## config.mk

```make
export PLATFORM = sky130hd
export DESIGN_NAME = sie_core
export DESIGN_NICKNAME = d
export VERILOG_FILES = /design/src/shared/sie_pkg.sv /design/src/verilog/sie_core.sv
export VERILOG_INCLUDE_DIRS = /design/src /design/src/shared
export SDC_FILE = /design/constraint.sdc
export NUM_CORES = 1
export LEC_CHECK = 0
export BUFFER_PORTS_ARGS = -buffer_cell sky130_fd_sc_hd__buf_2
export CAP_MARGIN = 20
export CORE_MARGIN = 2
export CORE_UTILIZATION = 52
export DETAILED_ROUTE_END_ITERATION = 6
export HOLD_SLACK_MARGIN = 0.1
export PLACE_DENSITY = 0.8
export REMOVE_ABC_BUFFERS = 1
export SKIP_CTS_REPAIR_TIMING = 1
export SLEW_MARGIN = 20
export SYNTH_ARGS = -nofsm -noshare
export SYNTH_HDL_FRONTEND = slang
export SYNTH_SLANG_ARGS = --single-unit
```

## constraint.sdc

```tcl
create_clock -name core_clk_in -period 2.6 [get_ports core_clk_in]
set_input_delay 0 -clock core_clk_in [delete_from_list [all_inputs] [get_ports core_clk_in]]
set_output_delay 0 -clock core_clk_in [all_outputs]
set_load 0.02 [all_outputs]
```

## src/shared/sie_params.svh

```systemverilog
// constants for the subtract instruction execute unit
`ifndef SIE_PARAMS_SVH
`define SIE_PARAMS_SVH

// upper byte of the literal-subtract word
`define SIE_LIT_OPC      8'h08
// top six bits of the file-subtract word
`define SIE_FILE_OPC     6'h17
`define SIE_FILE_OPC_MSB 15
`define SIE_FILE_OPC_LSB 10
// field positions in the file-subtract word
`define SIE_DEST_BIT     9
`define SIE_ABIT         8
// highest offset handled in indexed literal-offset mode
`define SIE_IDX_MAX      8'h5F
// access bank: low offsets map to page 0, the rest to the top page
`define SIE_ACC_SPLIT    8'h60
`define SIE_ACC_LO_PAGE  4'h0
`define SIE_ACC_HI_PAGE  4'hF
// reset values
`define SIE_ACC_RST      8'h00
`define SIE_BYTE_RST     8'h00
`define SIE_ADDR_RST     12'h000

`endif

```

## src/shared/sie_pkg.sv

```systemverilog
// types of the subtract instruction execute unit
package sie_pkg;

  typedef enum logic [3:0] {
    sie_q1 = 4'h1,
    sie_q2 = 4'h2,
    sie_q3 = 4'h4,
    sie_q4 = 4'h8
  } sie_phase_t;

  typedef struct packed {
    sie_phase_t  phase;
    logic        is_file;
    logic        dest_f;
    logic [7:0]  lit;
    logic [11:0] addr;
    logic [7:0]  opnd;
    logic [7:0]  sub;
    logic [7:0]  result;
    logic [7:0]  acc;
    logic        neg;
    logic        wrap;
    logic        carry;
    logic        half;
    logic        zero;
    logic        illegal;
    logic        done;
  } sie_state_t;

endpackage

```

## src/verilog/sie_core.sv

```systemverilog
// four-phase execute unit for the two accumulator subtract instructions
//
// How it works
// - literal op writes immediate minus accumulator into the accumulator.
// - literal op decoded from upper byte 08h, immediate in low byte.
// - literal op runs decode, read literal, process, write accumulator.
// - file op subtracts accumulator from addressed byte, two's complement.
// - file op decoded from top six bits, then dest, access, address.
// - dest 0 writes accumulator, dest 1 writes back to the byte.
// - access bit 0 selects the fixed access bank, except in indexed mode.
// - access bit 1 uses bank pointer as upper address bits.
// - access 0, extended set on, offset up to 5Fh uses indexed mode.
// - file op runs decode, read byte, process, write destination.
// - both ops update all five flags; carry means no borrow.
// - negative result kept as two's complement, negative flag set.
`include "sie_params.svh"

module sie_core (
  // clock and reset
  input  wire logic              core_clk_in,
  input  wire logic              sys_rst_in,
  // instruction request
  input  wire logic [15:0]       instr_in,
  input  wire logic              instr_valid_in,
  output logic                   instr_ready_out,
  // accumulator preload
  input  wire logic              acc_load_in,
  input  wire logic [7:0]        acc_load_data_in,
  // addressing context
  input  wire logic              ext_set_en_in,
  input  wire logic [3:0]        bank_select_pointer_in,
  input  wire logic [11:0]       index_base_in,
  // data memory
  output logic [11:0]            mem_addr_out,
  output logic                   mem_rd_out,
  input  wire logic [7:0]        mem_rdata_in,
  output logic                   mem_wr_out,
  output logic [7:0]             mem_wdata_out,
  // accumulator and flags
  output logic [7:0]             acc_out,
  output logic                   neg_flag_out,
  output logic                   signed_wrap_flag_out,
  output logic                   carry_flag_out,
  output logic                   half_byte_carry_flag_out,
  output logic                   zero_flag_out,
  // status
  output sie_pkg::sie_phase_t    phase_out,
  output logic                   done_out,
  output logic                   illegal_out
);
  import sie_pkg::*;

  sie_state_t s_q;
  sie_state_t s_d;

  // {neg, wrap, carry, half, zero} of a minus b
  function automatic logic [4:0] sub_flags(input logic [7:0] a,
                                           input logic [7:0] b);
    logic [8:0] full;
    logic [4:0] nib;
    logic [7:0] r;
    full = {1'b0, a} - {1'b0, b};
    nib  = {1'b0, a[3:0]} - {1'b0, b[3:0]};
    r    = full[7:0];
    sub_flags = {r[7],
                 (a[7] != b[7]) && (r[7] != a[7]),
                 ~full[8],
                 ~nib[4],
                 r == 8'h00};
  endfunction

  // data address from the file-op fields
  function automatic logic [11:0] data_addr(input logic [7:0]  f,
                                            input logic        abit,
                                            input logic        ext,
                                            input logic [3:0]  bank,
                                            input logic [11:0] base);
    if (abit) begin
      data_addr = {bank, f};
    end else if (ext && (f <= `SIE_IDX_MAX)) begin
      data_addr = base + {4'h0, f};
    end else if (f < `SIE_ACC_SPLIT) begin
      data_addr = {`SIE_ACC_LO_PAGE, f};
    end else begin
      data_addr = {`SIE_ACC_HI_PAGE, f};
    end
  endfunction

  logic       is_lit_w;
  logic       is_file_w;
  logic       take_w;
  logic [4:0] flags_w;

  assign is_lit_w  = instr_in[15:8] == `SIE_LIT_OPC;
  assign is_file_w = instr_in[`SIE_FILE_OPC_MSB:`SIE_FILE_OPC_LSB]
                     == `SIE_FILE_OPC;
  assign take_w    = (s_q.phase == sie_q1) && instr_valid_in;
  assign flags_w   = sub_flags(s_q.opnd, s_q.acc);

  always_comb begin
    s_d         = s_q;
    s_d.illegal = 1'b0;
    s_d.done    = 1'b0;
    case (s_q.phase)
      // decode: latch fields, resolve the data address
      sie_q1: begin
        if (take_w && (is_lit_w || is_file_w)) begin
          s_d.phase   = sie_q2;
          s_d.is_file = is_file_w;
          s_d.dest_f  = is_file_w && instr_in[`SIE_DEST_BIT];
          s_d.lit     = instr_in[7:0];
          s_d.addr    = data_addr(instr_in[7:0], instr_in[`SIE_ABIT],
                                  ext_set_en_in, bank_select_pointer_in,
                                  index_base_in);
        end else if (take_w) begin
          // unknown words are dropped, the unit stays in decode
          s_d.illegal = 1'b1;
        end else if (acc_load_in) begin
          s_d.acc = acc_load_data_in;
        end
      end
      // read: literal or addressed byte
      sie_q2: begin
        s_d.phase = sie_q3;
        s_d.opnd  = s_q.is_file ? mem_rdata_in : s_q.lit;
      end
      // process
      sie_q3: begin
        s_d.phase  = sie_q4;
        s_d.sub    = s_q.acc;
        s_d.result = s_q.opnd - s_q.acc;
        s_d.neg    = flags_w[4];
        s_d.wrap   = flags_w[3];
        s_d.carry  = flags_w[2];
        s_d.half   = flags_w[1];
        s_d.zero   = flags_w[0];
      end
      // write destination
      sie_q4: begin
        s_d.phase = sie_q1;
        s_d.done  = 1'b1;
        if (!s_q.dest_f) begin
          s_d.acc = s_q.result;
        end
      end
      default: begin
        s_d.phase = sie_q1;
      end
    endcase
  end

  always_ff @(posedge core_clk_in) begin
    if (sys_rst_in) begin
      s_q         <= '0;
      s_q.phase   <= sie_q1;
      s_q.lit     <= `SIE_BYTE_RST;
      s_q.addr    <= `SIE_ADDR_RST;
      s_q.acc     <= `SIE_ACC_RST;
      s_q.result  <= `SIE_BYTE_RST;
    end else begin
      s_q <= s_d;
    end
  end

  // memory write is a strobe in the write phase; data is the held result
  assign instr_ready_out          = s_q.phase == sie_q1;
  assign mem_addr_out             = s_q.addr;
  assign mem_rd_out               = (s_q.phase == sie_q2) && s_q.is_file;
  assign mem_wr_out               = (s_q.phase == sie_q4) && s_q.dest_f;
  assign mem_wdata_out            = s_q.result;
  assign acc_out                  = s_q.acc;
  assign neg_flag_out             = s_q.neg;
  assign signed_wrap_flag_out     = s_q.wrap;
  assign carry_flag_out           = s_q.carry;
  assign half_byte_carry_flag_out = s_q.half;
  assign zero_flag_out            = s_q.zero;
  assign phase_out                = s_q.phase;
  assign done_out                 = s_q.done;
  assign illegal_out              = s_q.illegal;
endmodule // sie_core

```

# After elaboration in Yosys (flattened, before gate mapping)
# Index checks and enable logic that the tools add are counted.
# classes
mux	13
eq_ne	13
bitwise	3
n_lt_le_gt_ge	2
n_addsub	4
reduce_logical	13
# op_table
cell	n
$mux 8	5
$mux 12	3
$mux 26	1
$pmux 8 s2	1
$add 12x8->12	1
$pmux 4 s3	1
$sub 8x8->9	1
$eq 8x4->1 const B	1
$le 8x7->1 const B	1
$logic_not 8->1	1
$lt 8x7->1 const B	1
$sub 8x8->8	1
$logic_and 1x1->1	7
$eq 6x5->1 const B	1
$ne 2x2->1 const B	3
$reduce_and 5->1	1
$sub 4x4->5	1
$eq 4x1->1 const B	1
$eq 4x2->1 const B	1
$eq 4x3->1 const B	1
$eq 4x4->1 const B	1
$ne 2x1->1 const B	2
$not 1->1	3
$reduce_or 3->1	1
5 further kinds	7
# totals
out_inout_bits	42
wordCells	63
regBits	57
inputBits	53

# Logic depth before layout (Yosys ltp)
# depth
ltp_word	6
ltp_mapped	10
mapped_depth_nobuf	10

# Worst setup path after synthesis
# Ideal clock, no wire load.
# synth_path
path_kind	reg-to-reg
from	reg s_q, in the netlist acc_out[0]
to	reg s_q, in the netlist zero_flag_out
t_arrival_ps	1878
stages_incl_launch_ff	10
slack_ps	665
cell_sequence	dfxtp_1 -> ha_1 -> inv_1 -> fa_1 -> a21oi_1 -> o21ai_0 -> a21oi_1 -> xnor2_1 -> nor4_1 -> a21o_1
# synth_via
elab_chain_cells	2
# synth_lines
element	line_no	source
start: declaration	sie_core.sv:53	sie_state_t s_q;
$sub 8x8->9	sie_core.sv:62	full = {1'b0, a} - {1'b0, b};
$logic_not 8->1	sie_core.sv:69	r == 8'h00};
# No other way between the ends.
# A chain may end at the register's enable or synchronous reset.

# Worst setup path after layout
# layout_path
from	in instr_in[0]
to	reg s_q, in the netlist mem_addr_out[8]
# layout_via
elab_chain_cells	4
word_cells_on_any_way	7
classes_between	1 x add/sub; 2 x order compare; 3 x mux; 1 x reduce/logical
# layout_lines
element	line_no	source
start: declaration	sie_core.sv:23	input wire logic [15:0] instr_in,
$lt 8x7->1 (no source line) / $le 8x7->1 (equally long branches)	-	
$mux 12 / $logic_and 1x1->1 (equally long branches)	sie_core.sv:82, sie_core.sv:80	
$mux 12 (*)	sie_core.sv:80	end else if (ext && (f <= `SIE_IDX_MAX)) begin
$mux 12 (*)	sie_core.sv:78	if (abit) begin
# Every way passes the cells marked *; elsewhere a longest branch is shown, timed or not.

==> metrics.cfg <==
[worst_setup_path]
max_stage_delay_ps=530
critPathCaptureType=register
rrSetupSlack_ps=480
slowest_stage=dlygate4sd3_1
r2r_cells=10
crit_top_cell=a211oi_1
critPathBufInv=3
crit_required_ps=2820
worstPathArrival_ps=2440
reg2reg_from=s_q[31]$_SDFFE_PP0N_
path_class=in -> reg
crit_fanout=3
critPathLaunchType=input pin
crit_chain=dlygate4sd3_1, buf_2, ha_1, inv_1, fa_1, nand2b_1, a211oi_1, a211oi_1, xnor2_1, a21oi_1, o41ai_2
crit_family=compound AO/OA/AOI/OAI gates
rr_endpoint=zero_flag_out$_SDFFE_PP0P_
path_depth=11

[synth]
ys.flop_type=dfxtp_1
synth_cells=394
ys_seq_elements=56
synthMuxAreaShare_pct=5.409
synthSimpleGateAreaFrac_pct=18.75
synth.top_cells.by_area=dfxtp_1, buf_4, a211oi_1, ha_1, mux2i_1
yosys.area.top_type_share_pct=33.66
synthTopCellsByCount=dfxtp_1, nor2_1, nand2_1, buf_4, a21oi_1
synth_edf_count=0
syn_avg_cell_area_um2=8.454
synth_area_um2=3331
synth_cell_type_count=51
synthArstFlopShare_pct=0
synthAdderAreaFrac_pct=7.213
yosys_warnings=0
synth_compound_area_share_pct=20.02
synth-xor-area-share_pct=3.681
yosys.area.top_type=dfxtp_1
synth_top_family_by_area=compound AO/OA/AOI/OAI gates
synth_most_common_cell=dfxtp_1
ys_seq_area_share_pct=33.66

[pwr]
comb_power_share_pct=20.1
p_leak_nw=1.719
p_int_mw=1.222
p_seq_share_pct=52.1
clkPwrFrac_pct=27.9
p_total_mw=1.686
power.switching_mw=0.4639
swShare_pct=27.52
irDropWorstVdd_v=0.0002756
p_per_area_nw_per_um2=421.7

[clock_tree]
clock_sinks=56
cts_root_buf=clkbuf_8
cts.htree.levels=2
cts_tree=built
clock_latency_ps=310
clkSlewWorstSetupHoldPaths_ps=100
clockBufferDepth=2
cts_made_buffers=5

[hold_path]
hp-class=in -> reg
worstHoldEndpoint=illegal_out$_SDFF_PP0_
hp-start=instr_in[11]
hold_depth=3

[route]
dr.pass1.iters=4
post-route-drc-count=0
vias_per_cell=5.323
ant_nets=0
wire_per_inst_um=12.96
drt-total-wl_mm=7.229
num_vias=2970
drt_iter0_markers=85

[finish]
final_nets=551
drive_gt1_share_pct=24.53
utilization_pct=63.68
area_growth_syn_to_layout_pct=20.02
antenna_cells=0

[global_routing]
grt_pass1_vias=2724
grt_first_pass_wirelength_mm=11.74
grt_antenna_before_repair=0
grt_max_degree=25
overflow=0
track_usage_pct=19.97

[die]
start_util_pct=53.06
io_pins=95
die_w_um=84.03
die_h_um=84.03
core_um2=6277
fp-row-count=29
dieArea_um2=7061

[sta]
min_period_over_period_pct=85.52
finalSetupViolations=0
fin_worst_skew_ps=14.25
slew_headroom_pct=55.65
drv_slew=0
finalSetupTns_ps=0
max_freq_ghz=0.4497
period_minus_slack_ps=2224
rsz0062_at_grt=false
hold_viol_final=0
worst_pin_slew_ps=665.1

[status]
outcome=completed

[placement]
port_buffers=94
globalplace.congestion=0.8670
hpwl_mm=5.479

[run]
maxCapViolations=0

[flip-flops by register name (all words and copies together), names as in the netlist]
| register | cells |
|---|---|
| signed_wrap_flag_out | 1 |
| mem_addr_out | 12 |
| done_out | 1 |
| zero_flag_out | 1 |
| s_q | 18 |
| half_byte_carry_flag_out | 1 |
| illegal_out | 1 |
| mem_wdata_out | 8 |
| carry_flag_out | 1 |
| phase_out | 4 |
| acc_out | 8 |
[layer usage]
metal	vias to the layer above	GRT usage (%)	share of wire [%]	wire, um
li1	1537	-	-	-
met2	85	36.15	50	3616
met5	-	0	0	0
met4	0	4.692	1.4	99
met3	9	4.649	5.1	368
met1	1339	23.72	44	3145
[tightest hold or removal path, cell delays in order]
cell	delay, ps
buf_2	90
nand3_1	100
nor3b_1	160
[per-stage QoR]
stage | instance area (um^2) | setup WS, ps | instances | hold WS [ps]
after floorplan | 3012 | 511.0 | 344 | 69.07
after global placement | 3631 | 566.8 | 522 | 250.6
after detailed placement | 3631 | 520.4 | 522 | 266.1
after CTS | 3717 | 466.4 | 530 | -61.76
after global routing | 3998 | 181.3 | 558 | 100.9
final | 3998 | 376.4 | 558 | 71.85
[power groups by stage]
stage          logic [mW]  clock network [mW]  registers, mW
4_1_cts             0.305               0.480          0.877
6_report            0.339               0.470          0.878
3_5_place_dp        0.304                   0          0.897
2_1_floorplan       0.179                   0          0.910
5_1_grt             0.376               0.519          0.880
3_3_place_gp        0.296                   0          0.897
[worst max-delay path by stage]
| stage | start | endpoint | slack, ps |
|---|---|---|---|
| after detailed placement | acc_out[1]$_SDFFE_PP0P_ | signed_wrap_flag_out$_SDFFE_PP0P_ | 520 |
| after floorplan | acc_out[0]$_SDFFE_PP0P_ | zero_flag_out$_SDFFE_PP0P_ | 510 |
| final | instr_in[0] | mem_addr_out[8]$_SDFFE_PP0N_ | 380 |
| after global placement | acc_out[0]$_SDFFE_PP0P_ | zero_flag_out$_SDFFE_PP0P_ | 570 |
| after global routing | instr_in[0] | mem_addr_out[8]$_SDFFE_PP0N_ | 180 |
| after CTS | s_q[31]$_SDFFE_PP0N_ | zero_flag_out$_SDFFE_PP0P_ | 470 |
[area by class of cell]
type	count	area, um^2
clock buffers	6	72.57
clock inverters	2	13.76
fillers	553	2280
inverters	15	56.30
multi-input cells	273	1834
flip-flops and latches	56	1121
well taps	77	96.34
repair buffers	129	803.3
[kinds of logic after synthesis]
group	count (synthesis)
flops	56
xor+xnor	14
buf+inv	65
compound gates	98
simple gates	125
fa+ha+maj	18
mux	18
[cells in the final DEF (no fill, tap or decap), types with 4 or more instances in the layout]
cell and count:
buf_2 94, dfxtp_1 56, nor2_1 41, nand2_1 40
a21oi_1 30, dlygate4sd3_1 28, a211oi_1 27, mux2i_1 18
ha_1 16, inv_1 15, xnor2_1 11, o21ai_0 10
nand3_1 8, nor2b_1 7, buf_4 7, a21o_1 5
clkbuf_8 5, nand3b_1 4
No activity file was read; power rests on OpenSTA's default activity.
